<file path="config.mk">
export PLATFORM = sky130hd
export DESIGN_NAME = scr_config_bank
export DESIGN_NICKNAME = d
export VERILOG_FILES = /design/src/core/scr_pkg.sv /design/src/core/scr_config_bank.sv /design/src/core/scr_glitch_filter.sv
export SDC_FILE = /design/constraint.sdc
export NUM_CORES = 1
export LEC_CHECK = 0
export BUFFER_PORTS_ARGS = -buffer_cell sky130_fd_sc_hd__buf_2
export CAP_MARGIN = 20
export CORE_UTILIZATION = 40
export DETAILED_ROUTE_END_ITERATION = 7
export SYNTH_ARGS = -nofsm -noshare
export SYNTH_HDL_FRONTEND = slang
export SYNTH_SLANG_ARGS = --single-unit
</file>
<file path="constraint.sdc">
create_clock -name clk_i -period 36.6 [get_ports clk_i]
set_clock_uncertainty 0.1 [all_clocks]
set_input_delay 7.32 -clock clk_i [delete_from_list [all_inputs] [get_ports clk_i]]
set_output_delay 7.32 -clock clk_i [all_outputs]
set_load 0.005 [all_outputs]
</file>
<file path="src/core/scr_pkg.sv">
package scr_pkg;

  // ==========================================
  // Register offsets
  localparam logic [7:0] OFS_CH4_SLOW_UNDER_LIMIT = 8'h52;
  localparam logic [7:0] OFS_CH4_SLOW_OVER_LIMIT = 8'h53;
  localparam logic [7:0] OFS_CH4_FAST_GLITCH_FILTER = 8'h54;
  localparam logic [7:0] OFS_CH4_SLOW_CORNER_AND_RESET_MAP = 8'h55;
  localparam logic [7:0] OFS_ERROR_MONITOR_DELAY = 8'h9E;
  localparam logic [7:0] OFS_SAFETY_CONTROL = 8'h9F;
  localparam logic [7:0] OFS_POWER_UP_AUTO_MASK = 8'hA1;
  localparam logic [7:0] OFS_POWER_DOWN_AUTO_MASK = 8'hA2;
  localparam logic [7:0] OFS_SEQUENCE_TIMEOUT_HIGH = 8'hA5;
  localparam logic [7:0] OFS_SEQUENCE_TIMEOUT_LOW = 8'hA6;
  localparam logic [7:0] REG_RESET = 8'h00;
  localparam logic [7:0] READ_UNMAPPED = 8'h00;

  // ==========================================
  // Field positions
  localparam int OV_TIME_LSB = 4;
  localparam int UV_TIME_LSB = 0;
  localparam int CORNER_LSB = 0;
  localparam int ROUTE_OV_BIT = 4;
  localparam int ROUTE_UV_BIT = 3;
  localparam int SELF_TEST_BIT = 7;
  localparam int WDOG_SOFT_BIT = 6;
  localparam int SOFT_MR_BIT = 5;
  localparam int ESM_GLITCH_LSB = 3;
  localparam int RST_HOLD_LSB = 0;
  localparam int CH_FOUR = 3;

  // ==========================================
  // Threshold scaling
  localparam logic [12:0] THR_BASE_1X_MV = 13'd200;
  localparam logic [12:0] THR_STEP_1X_MV = 13'd5;
  localparam logic [12:0] THR_BASE_4X_MV = 13'd800;
  localparam logic [12:0] THR_STEP_4X_MV = 13'd20;

  // ==========================================
  // Filter corner codes and frequencies
  localparam logic [2:0] CORNER_250 = 3'h2;
  localparam logic [2:0] CORNER_500 = 3'h3;
  localparam logic [2:0] CORNER_1K = 3'h4;
  localparam logic [2:0] CORNER_2K = 3'h5;
  localparam logic [2:0] CORNER_4K = 3'h6;
  localparam logic [12:0] HZ_250 = 13'd250;
  localparam logic [12:0] HZ_500 = 13'd500;
  localparam logic [12:0] HZ_1K = 13'd1000;
  localparam logic [12:0] HZ_2K = 13'd2000;
  localparam logic [12:0] HZ_4K = 13'd4000;

  // ==========================================
  // Timing
  localparam int CLK_NS = 20;
  localparam int GLITCH_BASE_NS = 100;
  localparam logic [15:0] GLITCH_BASE_CYC = 16'((GLITCH_BASE_NS + CLK_NS - 1) / CLK_NS);
  localparam logic [3:0] GLITCH_LONG_CODE = 4'hA;
  localparam int GLITCH_LONG_NS = 102400;
  localparam int ESM_GLITCH_US [4] = '{10, 25, 50, 100};
  localparam int TICK_US = 100;
  localparam int MS_US = 1000;
  localparam int RST_HOLD_US [8] = '{200, 1000, 10000, 16000, 20000, 70000, 100000, 200000};
  localparam int ESM_MIN_MS = 1;
  localparam int ESM_MAX_MS = 864;
  localparam int ESM_CODE_MAX = 255;
  localparam logic [3:0] I2C_BITS = 4'd8;

  // ==========================================
  // Types
  typedef struct packed {
    logic en;
    logic [7:0] addr;
    logic [7:0] data;
  } scr_wr_s;

  typedef enum logic [3:0] {
    ST_IDLE, ST_ADDR, ST_ADDR_ACK, ST_PTR, ST_PTR_ACK, ST_WR, ST_WR_ACK, ST_RD, ST_RD_ACK
  } scr_i2c_st_e;

endpackage

</file>
<file path="src/core/scr_config_bank.sv">
// How it works
// - 1x scale: 200 mV plus 5 mV steps
// - 4x scale: 800 mV plus 20 mV steps
// - Fast comparator results debounced, fields 7-4/3-0
// - Debounce code doubles from 0.1 us, caps 102.4
// - Corner code selects 250 Hz to 4 kHz
// - Bit 4 routes fast overvoltage to reset
// - Bit 3 routes fast undervoltage to reset
// - Error monitor must persist delay before fault
// - Bit 7 requests built-in self test
// - Watchdog enabled by bit 6 and pin
// - Bit 5 pulls reset output low
// - Error monitor debounce 10/25/50/100 us
// - Reset delay selected from eight values
// - Power-up auto-mask per channel bits 3..1
// - Power-down auto-mask per channel bits 3..1
// - Timeout built from high and low bytes
// - Power-up mask releases at selected threshold
module scr_config_bank #(
  parameter logic [6:0] DEV_ADDR = 7'h30,
  parameter int TICK_CYC = 5000,
  parameter int GLITCH_LONG_CYC = 5120,
  parameter int ESM_GLITCH_LONG_CYC = 5000
) (
  input wire logic clk_i,
  input wire logic sys_rst_i,
  input wire logic scl_i,
  input wire logic sda_i,
  output logic sda_o,
  output logic sda_oe_n_o,
  input wire logic voltage_range_scale_i,
  input wire logic fast_overvoltage_cmp_i,
  input wire logic fast_undervoltage_cmp_i,
  input wire logic error_signal_monitor_i,
  input wire logic watchdog_enable_pin_i,
  input wire logic power_up_phase_i,
  input wire logic power_down_phase_i,
  input wire logic [3:1] release_at_slow_uv_i,
  input wire logic [3:1] above_off_i,
  input wire logic [3:1] above_slow_uv_i,
  output logic [12:0] slow_under_limit_mv_o,
  output logic [12:0] slow_over_limit_mv_o,
  output logic fast_overvoltage_fault_o,
  output logic fast_undervoltage_fault_o,
  output logic [12:0] slow_corner_hz_o,
  output logic slow_corner_valid_o,
  output logic error_monitor_fault_o,
  output logic self_test_request_o,
  output logic watchdog_active_o,
  output logic [3:1] auto_mask_o,
  output logic [15:0] timeout_ms_count_o,
  output logic reset_out_n_o
);

  // ==========================================
  // Helpers
  function automatic logic [12:0] thr_mv(input logic [7:0] code, input logic scale4);
    thr_mv = scale4 ? scr_pkg::THR_BASE_4X_MV + 13'(code) * scr_pkg::THR_STEP_4X_MV
                    : scr_pkg::THR_BASE_1X_MV + 13'(code) * scr_pkg::THR_STEP_1X_MV;
  endfunction

  function automatic logic [15:0] glitch_cyc(input logic [3:0] code);
    glitch_cyc = (code >= scr_pkg::GLITCH_LONG_CODE) ? 16'(GLITCH_LONG_CYC)
                                                     : scr_pkg::GLITCH_BASE_CYC << code;
  endfunction

  localparam logic [15:0] TICK_LAST = 16'(TICK_CYC - 1);
  localparam logic [15:0] ESM_G0 = 16'(scr_pkg::ESM_GLITCH_US[0] * 1000 / scr_pkg::CLK_NS);
  localparam logic [15:0] ESM_G1 = 16'(scr_pkg::ESM_GLITCH_US[1] * 1000 / scr_pkg::CLK_NS);
  localparam logic [15:0] ESM_G2 = 16'(scr_pkg::ESM_GLITCH_US[2] * 1000 / scr_pkg::CLK_NS);

  // ==========================================
  // I2C slave, pins sampled on clk_i
  scr_pkg::scr_i2c_st_e st_q;
  logic scl_q;
  logic sda_q;
  logic [7:0] sh_q;
  logic [7:0] tx_q;
  logic [7:0] ptr_q;
  logic [3:0] cnt_q;
  logic rw_q;
  logic drv_q;
  logic [7:0] rd_byte;
  scr_pkg::scr_wr_s wr;

  wire logic scl_rise = scl_i & ~scl_q;
  wire logic scl_fall = ~scl_i & scl_q;
  wire logic i2c_start = scl_i & scl_q & sda_q & ~sda_i;
  wire logic i2c_stop = scl_i & scl_q & ~sda_q & sda_i;
  wire logic byte_done = (cnt_q == scr_pkg::I2C_BITS);

  assign wr.en = scl_fall && (st_q == scr_pkg::ST_WR) && byte_done;
  assign wr.addr = ptr_q;
  assign wr.data = sh_q;

  always_ff @(posedge clk_i) begin
    if (sys_rst_i) begin
      scl_q <= 1'b1;
      sda_q <= 1'b1;
    end else begin
      scl_q <= scl_i;
      sda_q <= sda_i;
    end
  end

  always_ff @(posedge clk_i) begin
    if (sys_rst_i) begin
      st_q <= scr_pkg::ST_IDLE;
      sh_q <= 8'h00;
      tx_q <= 8'h00;
      ptr_q <= 8'h00;
      cnt_q <= 4'h0;
      rw_q <= 1'b0;
      drv_q <= 1'b0;
    end else if (i2c_start) begin
      st_q <= scr_pkg::ST_ADDR;
      cnt_q <= 4'h0;
      drv_q <= 1'b0;
    end else if (i2c_stop) begin
      st_q <= scr_pkg::ST_IDLE;
      drv_q <= 1'b0;
    end else if (scl_rise) begin
      if (st_q == scr_pkg::ST_ADDR || st_q == scr_pkg::ST_PTR || st_q == scr_pkg::ST_WR) begin
        sh_q <= {sh_q[6:0], sda_i};
        cnt_q <= cnt_q + 4'h1;
      end else if (st_q == scr_pkg::ST_RD_ACK && sda_i) begin
        st_q <= scr_pkg::ST_IDLE;
      end
    end else if (scl_fall) begin
      unique case (st_q)
        scr_pkg::ST_IDLE: begin
        end
        scr_pkg::ST_ADDR: begin
          if (byte_done) begin
            if (sh_q[7:1] == DEV_ADDR) begin
              st_q <= scr_pkg::ST_ADDR_ACK;
              rw_q <= sh_q[0];
              drv_q <= 1'b1;
            end else begin
              st_q <= scr_pkg::ST_IDLE;
            end
          end
        end
        scr_pkg::ST_ADDR_ACK, scr_pkg::ST_RD_ACK: begin
          if (st_q == scr_pkg::ST_ADDR_ACK && !rw_q) begin
            st_q <= scr_pkg::ST_PTR;
            drv_q <= 1'b0;
          end else begin
            st_q <= scr_pkg::ST_RD;
            tx_q <= {rd_byte[6:0], 1'b0};
            drv_q <= ~rd_byte[7];
            ptr_q <= ptr_q + 8'h01;
          end
          cnt_q <= 4'h1;
          if (st_q == scr_pkg::ST_ADDR_ACK && !rw_q) begin
            cnt_q <= 4'h0;
          end
        end
        scr_pkg::ST_PTR, scr_pkg::ST_WR: begin
          if (byte_done) begin
            st_q <= (st_q == scr_pkg::ST_PTR) ? scr_pkg::ST_PTR_ACK : scr_pkg::ST_WR_ACK;
            ptr_q <= (st_q == scr_pkg::ST_PTR) ? sh_q : ptr_q + 8'h01;
            drv_q <= 1'b1;
          end
        end
        scr_pkg::ST_PTR_ACK, scr_pkg::ST_WR_ACK: begin
          st_q <= scr_pkg::ST_WR;
          cnt_q <= 4'h0;
          drv_q <= 1'b0;
        end
        scr_pkg::ST_RD: begin
          if (byte_done) begin
            st_q <= scr_pkg::ST_RD_ACK;
            drv_q <= 1'b0;
          end else begin
            tx_q <= {tx_q[6:0], 1'b0};
            drv_q <= ~tx_q[7];
            cnt_q <= cnt_q + 4'h1;
          end
        end
      endcase
    end
  end

  // Open drain: only ever pulls low
  assign sda_o = 1'b0;
  assign sda_oe_n_o = ~drv_q;

  // ==========================================
  // Register bank
  logic [7:0] under_q;
  logic [7:0] over_q;
  logic [7:0] glitch_q;
  logic [7:0] corner_q;
  logic [7:0] esm_dly_q;
  logic [7:0] safety_q;
  logic [7:0] power_up_auto_mask_q;
  logic [7:0] power_down_auto_mask_q;
  logic [7:0] tout_hi_q;
  logic [7:0] tout_lo_q;

  // Whole bytes are kept so reserved bits read back as written
  always_ff @(posedge clk_i) begin
    if (sys_rst_i) begin
      under_q <= scr_pkg::REG_RESET;
      over_q <= scr_pkg::REG_RESET;
      glitch_q <= scr_pkg::REG_RESET;
      corner_q <= scr_pkg::REG_RESET;
      esm_dly_q <= scr_pkg::REG_RESET;
      safety_q <= scr_pkg::REG_RESET;
      power_up_auto_mask_q <= scr_pkg::REG_RESET;
      power_down_auto_mask_q <= scr_pkg::REG_RESET;
      tout_hi_q <= scr_pkg::REG_RESET;
      tout_lo_q <= scr_pkg::REG_RESET;
    end else if (wr.en) begin
      if (wr.addr == scr_pkg::OFS_CH4_SLOW_UNDER_LIMIT) under_q <= wr.data;
      if (wr.addr == scr_pkg::OFS_CH4_SLOW_OVER_LIMIT) over_q <= wr.data;
      if (wr.addr == scr_pkg::OFS_CH4_FAST_GLITCH_FILTER) glitch_q <= wr.data;
      if (wr.addr == scr_pkg::OFS_CH4_SLOW_CORNER_AND_RESET_MAP) corner_q <= wr.data;
      if (wr.addr == scr_pkg::OFS_ERROR_MONITOR_DELAY) esm_dly_q <= wr.data;
      if (wr.addr == scr_pkg::OFS_SAFETY_CONTROL) safety_q <= wr.data;
      if (wr.addr == scr_pkg::OFS_POWER_UP_AUTO_MASK) power_up_auto_mask_q <= wr.data;
      if (wr.addr == scr_pkg::OFS_POWER_DOWN_AUTO_MASK) power_down_auto_mask_q <= wr.data;
      if (wr.addr == scr_pkg::OFS_SEQUENCE_TIMEOUT_HIGH) tout_hi_q <= wr.data;
      if (wr.addr == scr_pkg::OFS_SEQUENCE_TIMEOUT_LOW) tout_lo_q <= wr.data;
    end
  end

  assign rd_byte =
    (ptr_q == scr_pkg::OFS_CH4_SLOW_UNDER_LIMIT) ? under_q :
    (ptr_q == scr_pkg::OFS_CH4_SLOW_OVER_LIMIT) ? over_q :
    (ptr_q == scr_pkg::OFS_CH4_FAST_GLITCH_FILTER) ? glitch_q :
    (ptr_q == scr_pkg::OFS_CH4_SLOW_CORNER_AND_RESET_MAP) ? corner_q :
    (ptr_q == scr_pkg::OFS_ERROR_MONITOR_DELAY) ? esm_dly_q :
    (ptr_q == scr_pkg::OFS_SAFETY_CONTROL) ? safety_q :
    (ptr_q == scr_pkg::OFS_POWER_UP_AUTO_MASK) ? power_up_auto_mask_q :
    (ptr_q == scr_pkg::OFS_POWER_DOWN_AUTO_MASK) ? power_down_auto_mask_q :
    (ptr_q == scr_pkg::OFS_SEQUENCE_TIMEOUT_HIGH) ? tout_hi_q :
    (ptr_q == scr_pkg::OFS_SEQUENCE_TIMEOUT_LOW) ? tout_lo_q : scr_pkg::READ_UNMAPPED;

  // ==========================================
  // Field decode
  wire logic [3:0] ov_time = glitch_q[scr_pkg::OV_TIME_LSB +: 4];
  wire logic [3:0] uv_time = glitch_q[scr_pkg::UV_TIME_LSB +: 4];
  wire logic [2:0] corner_code = corner_q[scr_pkg::CORNER_LSB +: 3];
  wire logic [1:0] esm_glitch_code = safety_q[scr_pkg::ESM_GLITCH_LSB +: 2];
  wire logic [2:0] hold_sel = safety_q[scr_pkg::RST_HOLD_LSB +: 3];
  wire logic soft_manual_reset = safety_q[scr_pkg::SOFT_MR_BIT];

  wire logic [12:0] corner_hz =
    (corner_code == scr_pkg::CORNER_250) ? scr_pkg::HZ_250 :
    (corner_code == scr_pkg::CORNER_500) ? scr_pkg::HZ_500 :
    (corner_code == scr_pkg::CORNER_1K) ? scr_pkg::HZ_1K :
    (corner_code == scr_pkg::CORNER_2K) ? scr_pkg::HZ_2K :
    (corner_code == scr_pkg::CORNER_4K) ? scr_pkg::HZ_4K : 13'd0;

  wire logic [15:0] esm_glitch_lim =
    (esm_glitch_code == 2'h0) ? ESM_G0 :
    (esm_glitch_code == 2'h1) ? ESM_G1 :
    (esm_glitch_code == 2'h2) ? ESM_G2 : 16'(ESM_GLITCH_LONG_CYC);

  // Linear map of the code onto 1..864 ms, counted in 100 us ticks
  wire logic [15:0] esm_ms = 16'(scr_pkg::ESM_MIN_MS) + 16'((32'(esm_dly_q)
    * 32'(scr_pkg::ESM_MAX_MS - scr_pkg::ESM_MIN_MS)) / scr_pkg::ESM_CODE_MAX);
  wire logic [15:0] esm_ticks = 16'(32'(esm_ms) * (scr_pkg::MS_US / scr_pkg::TICK_US));

  wire logic [15:0] hold_ticks = 16'(scr_pkg::RST_HOLD_US[hold_sel] / scr_pkg::TICK_US);

  // ==========================================
  // Time base, 100 us
  logic [15:0] tick_cnt_q;
  wire logic tick = (tick_cnt_q == TICK_LAST);

  always_ff @(posedge clk_i) begin
    if (sys_rst_i || tick) begin
      tick_cnt_q <= 16'h0000;
    end else begin
      tick_cnt_q <= tick_cnt_q + 16'h0001;
    end
  end

  // ==========================================
  // Filters
  logic ov_filt;
  logic uv_filt;
  logic error_monitor_glitch_time;
  logic esm_fault;

  scr_glitch_filter #(.CW(16)) u_ov_filt (
    .clk_i(clk_i), .sys_rst_i(sys_rst_i), .tick_i(1'b1),
    .raw_i(fast_overvoltage_cmp_i), .limit_i(glitch_cyc(ov_time)), .filt_o(ov_filt)
  );

  scr_glitch_filter #(.CW(16)) u_uv_filt (
    .clk_i(clk_i), .sys_rst_i(sys_rst_i), .tick_i(1'b1),
    .raw_i(fast_undervoltage_cmp_i), .limit_i(glitch_cyc(uv_time)), .filt_o(uv_filt)
  );

  scr_glitch_filter #(.CW(16)) u_error_monitor_glitch_time (
    .clk_i(clk_i), .sys_rst_i(sys_rst_i), .tick_i(1'b1),
    .raw_i(error_signal_monitor_i), .limit_i(esm_glitch_lim), .filt_o(error_monitor_glitch_time)
  );

  // Resolution is one tick, so the persist time may run short by up to 100 us
  scr_glitch_filter #(.CW(16)) u_esm_dly (
    .clk_i(clk_i), .sys_rst_i(sys_rst_i), .tick_i(tick),
    .raw_i(error_monitor_glitch_time), .limit_i(esm_ticks), .filt_o(esm_fault)
  );

  // ==========================================
  // Auto-mask
  wire logic [3:1] up_reached = (release_at_slow_uv_i & above_slow_uv_i)
                              | (~release_at_slow_uv_i & above_off_i);
  wire logic [3:1] mask_d = ({3{power_up_phase_i}} & power_up_auto_mask_q[3:1] & ~up_reached)
                          | ({3{power_down_phase_i}} & power_down_auto_mask_q[3:1]);

  // ==========================================
  // Reset output
  wire logic ov_route = ov_filt & ~mask_d[scr_pkg::CH_FOUR] & corner_q[scr_pkg::ROUTE_OV_BIT];
  wire logic uv_route = uv_filt & ~mask_d[scr_pkg::CH_FOUR] & corner_q[scr_pkg::ROUTE_UV_BIT];
  wire logic reset_req = ov_route | uv_route | soft_manual_reset;

  logic rst_n_q;
  logic [15:0] hold_cnt_q;
  wire logic [15:0] hold_inc = hold_cnt_q + 16'h0001;

  // Release only after the hold delay runs with no request
  always_ff @(posedge clk_i) begin
    if (sys_rst_i || reset_req) begin
      rst_n_q <= 1'b0;
      hold_cnt_q <= 16'h0000;
    end else if (!rst_n_q && tick) begin
      if (hold_inc >= hold_ticks) begin
        rst_n_q <= 1'b1;
      end
      hold_cnt_q <= hold_inc;
    end
  end

  // ==========================================
  // Registered outputs
  always_ff @(posedge clk_i) begin
    if (sys_rst_i) begin
      slow_under_limit_mv_o <= 13'd0;
      slow_over_limit_mv_o <= 13'd0;
      slow_corner_hz_o <= 13'd0;
      slow_corner_valid_o <= 1'b0;
      self_test_request_o <= 1'b0;
      watchdog_active_o <= 1'b0;
      auto_mask_o <= 3'h0;
      timeout_ms_count_o <= 16'h0000;
    end else begin
      slow_under_limit_mv_o <= thr_mv(under_q, voltage_range_scale_i);
      slow_over_limit_mv_o <= thr_mv(over_q, voltage_range_scale_i);
      slow_corner_hz_o <= corner_hz;
      slow_corner_valid_o <= (corner_hz != 13'd0);
      self_test_request_o <= safety_q[scr_pkg::SELF_TEST_BIT];
      watchdog_active_o <= safety_q[scr_pkg::WDOG_SOFT_BIT] & watchdog_enable_pin_i;
      auto_mask_o <= mask_d;
      timeout_ms_count_o <= {tout_hi_q, tout_lo_q};
    end
  end

  assign fast_overvoltage_fault_o = ov_filt;
  assign fast_undervoltage_fault_o = uv_filt;
  assign error_monitor_fault_o = esm_fault;
  assign reset_out_n_o = rst_n_q;

endmodule

</file>
<file path="src/core/scr_glitch_filter.sv">
module scr_glitch_filter #(
  parameter int CW = 16
) (
  input wire logic clk_i,
  input wire logic sys_rst_i,
  input wire logic tick_i,
  input wire logic raw_i,
  input wire logic [CW-1:0] limit_i,
  output logic filt_o
);

  logic [CW-1:0] cnt_q;
  logic filt_q;
  wire logic [CW-1:0] cnt_inc = cnt_q + CW'(1);

  always_ff @(posedge clk_i) begin
    if (sys_rst_i) begin
      cnt_q <= '0;
      filt_q <= 1'b0;
    end else if (raw_i == filt_q) begin
      cnt_q <= '0;
    end else if (tick_i) begin
      if (cnt_inc >= limit_i) begin
        filt_q <= raw_i;
        cnt_q <= '0;
      end else begin
        cnt_q <= cnt_inc;
      end
    end
  end

  assign filt_o = filt_q;

endmodule

</file>
==> impl_metrics.yaml <==
cells_and_area:
  antenna_cells: 0
  synthToLayoutAreaGrowth_pct: 8.81
  final_util_pct: 44.4
  nets: 3344
  drive_gt1_share_pct: 7.89
  fin_area_mm2: 0.0264
synthesis:
  syn_area_mm2: 0.0243
  yosysTopAreaCell: "dfxtp_1"
  syn_avg_cell_area_um2: 7.90
  synthFlopType: "dfxtp_1"
  synth.area.top_cells: "dfxtp_1 23%, ha_1 11%, nor2_1 5.3%, mux2i_1 4.6%, xnor2_1 4.4%"
  ys_seq_area_share_pct: 22.7
  syn_inst: 3075
  synth_cell_type_count: 124
  yosysWarningCount: 0
  synth_edf_count: 0
  ys_ff_latch: 275
  yosys.area.top_type_share_pct: 22.7
  async_flop_share_pct: 0
placement:
  pre_cts_ws_ps: 19790
  gp_congestion: 0.898
  place_area_mm2: 0.0252
  portBuffers: 83
  hpwlAfterDp_um: 50600
run:
  maxCapViolations: 0
setup_path:
  criticalPathCategory: "reg -> reg"
  r2r_setup_slack_ps: 19470
  slowest_stage: "a22oi_1"
  cp-end-kind: "register"
  cp_num_cells: 59
  cp_top_family: "compound AO/OA/AOI/OAI gates"
  crit_buf_inv: 2
  endpoint: "u_esm_dly.cnt_q[2]"
  start_kind: "register"
  r2r_start: "esm_dly_q[6]"
  slowest_delay_ps: 760
  arrival_ps: 17500
  worstReg2RegEnd: "u_esm_dly.cnt_q[2]"
  crit_top_cell: "ha_1"
  crit_fanout: 16
  crit_start: "esm_dly_q[6]"
  rr_worst_depth: 59
  worstPathRequired_ps: 36980
floorplanning:
  die_w_um: 248
  die_h_um: 248
  num_rows: 89
  num_io_pins: 87
  start_util_pct: 40.8
  die_area_mm2: 0.0617
  coreArea_mm2: 0.0596
global_routing:
  grt_pass1_vias: 21500
  grt_max_degree: 67
  grt_use_met2_pct: 34.7
  met3_usage_pct: 2.50
  antenna_found_initial: 0
  grt_use_met1_pct: 28.9
  grt_usage_pct: 21.1
  grt.overflow.total: 0
  busiest_layer: "met2"
  grt_pass1_wl_um: 110000
clock_tree:
  htreeDepth: 2
  clkSinkCount: 275
  cts.reportedPaths.clkPinSlew_ps: 60
  cts.path.max_buffers: 3
  cts_made_buffers: 35
  cts_tree: "done"
  holdBufCountCts: 0
  post_cts_buffers: 0
  cts_resized: 0
  insertion_delay_ps: 560
  clockRootBuffer: "clkbuf_16"
routing:
  wl_per_cell_um: 17.2
  vias: 22600
  drc_errors: 0
  drt_wl_total_um: 66600
  ant_nets: 0
  initialDrtViolationCount: 1621
  firstDrtPassIters: 6
  via_per_inst: 5.82
sta:
  setup_slack_ps: 19470
  fin_crit_sh_pct: 46.8
  finalHoldViolations: 0
  slew-limit-headroom_pct: 27.2
  grt_setup_unrepaired: "no"
  setup_violations: 0
  fmax_mhz: 58.4
  worst_pin_slew_ps: 1080
  setup_tns_ps: 0
  slew_viol_final: 0
  finalWorstPathRequiredPeriod_ps: 17130
pwr:
  vdd_drop_max_v: 0.0000273
  switching_share_pct: 23.0
  pwr-share-comb_pct: 2.4
  leakage_nw: 11.4
  intPower_mw: 0.522
  clkPwrFrac_pct: 52.9
  p_per_area_mw_per_mm2: 25.6
  power_mw: 0.677
  power.switching_mw: 0.155
  p_seq_share_pct: 44.7
status:
  status: "completed"
min_path:
  hold_path.class: "reg -> reg"
## placed cells by master (no fill, tap or decap), types with 27 or more instances in the layout
cell / synthesis / layout
o211ai_1: 38 / 38
xor2_1: 88 / 88
nand4_1: 33 / 33
mux2i_1: 112 / 112
a21oi_1: 200 / 200
clkbuf_16: 0 / 35
xnor2_1: 122 / 122
dfxtp_1: 275 / 275
nand2_1: 231 / 231
a21o_1: 45 / 45
nor2b_1: 58 / 58
nor2_1: 344 / 344
nand3_1: 100 / 100
buf_2: 13 / 82
ha_1: 209 / 209
nor3_1: 89 / 88
and3_1: 92 / 92
o21ai_0: 130 / 130
a211oi_1: 27 / 27
nand2b_1: 54 / 54
fa_1: 38 / 38
inv_1: 141 / 141
## cell families after synthesis
kind of cell / Yosys count / synth area share, %
buffers and inverters: 288 / 4.78
adder cells (fa/ha/maj): 248 / 13.9
flip-flops: 275 / 22.7
AND/OR/NAND/NOR: 1169 / 24.1
multiplexers: 123 / 5.18
XOR/XNOR: 211 / 7.66
other: 2 / 0.0309
AO/OA/AOI/OAI: 759 / 21.7
## flip-flops by register name, indices dropped and copies added, names as in the netlist, 13 cells and up
| register | count |
|---|---|
| u_esm_dly.cnt_q | 16 |
| slow_under_limit_mv_o | 13 |
| hold_cnt_q | 16 |
| u_uv_filt.cnt_q | 16 |
| u_error_monitor_glitch_time.cnt_q | 16 |
| slow_over_limit_mv_o | 13 |
| tick_cnt_q | 16 |
| timeout_ms_count_o | 16 |
| u_ov_filt.cnt_q | 16 |
## power by group through the flow
stage | clock (mW) | combinational (mW) | sequential (mW)
finish | 0.358 | 0.0162 | 0.303
global route | 0.380 | 0.0184 | 0.303
CTS | 0.370 | 0.0163 | 0.303
detailed placement | 0 | 0.0162 | 0.309
global placement | 0 | 0.0159 | 0.309
floorplan | 0 | 0.0117 | 0.309
## final cells by class
cell class / instances / area, um2
clock buffers: 46 / 987
multi-input cells: 2524 / 17700
clock inverters: 18 / 229
flip-flops and latches: 275 / 5510
fillers: 5911 / 33100
well taps: 773 / 967
repair buffers: 95 / 515
inverters: 146 / 548
## Yosys cell counts (17+ instances only)
cell      number
or3_1         23
xnor2_1      122
nand3b_1      17
dfxtp_1      275
o211ai_1      38
inv_1        141
and2_1        23
a221oi_1      21
or2_2         17
ha_1         209
a22oi_1       18
nor2b_1       58
o21bai_1      19
nor3_1        89
nand4_1       33
fa_1          38
a211oi_1      27
nor2_1       344
nand2b_1      54
xor2_1        88
a21o_1        45
mux2i_1      112
clkbuf_1     112
a21oi_1      200
a211o_1       17
nor4_1        20
a31oi_1       23
nand2_1      231
o21ai_0      130
o31ai_1       23
and3_1        92
nand3_1      100
## how the worst min path moves through the flow
stage                  start             to  slack [ps]  depth (start not counted)
2_1_floorplan  tick_cnt_q[0]  tick_cnt_q[0]         320                          1
3_3_place_gp   tick_cnt_q[0]  tick_cnt_q[0]         330                          1
3_5_place_dp   tick_cnt_q[0]  tick_cnt_q[0]         340                          1
4_1_cts        tick_cnt_q[0]  tick_cnt_q[0]         350                          1
5_1_grt        tick_cnt_q[0]  tick_cnt_q[0]         380                          1
6_report       tick_cnt_q[0]  tick_cnt_q[0]         350                          1
## layer usage
layer	share of wire, %	routed length, um
met5	0	0
met4	2.1	1410
met3	4.6	3060
met2	46	30500
met1	47	31600
## stage by stage
step                      cells  hold WS (ps)
after floorplan            3087           318
after detailed placement   3810           338
after global routing       3877           381
final                      3877           345
after CTS                  3874           350
after global placement     3810           332
Power figures use the tool's default switching activity.
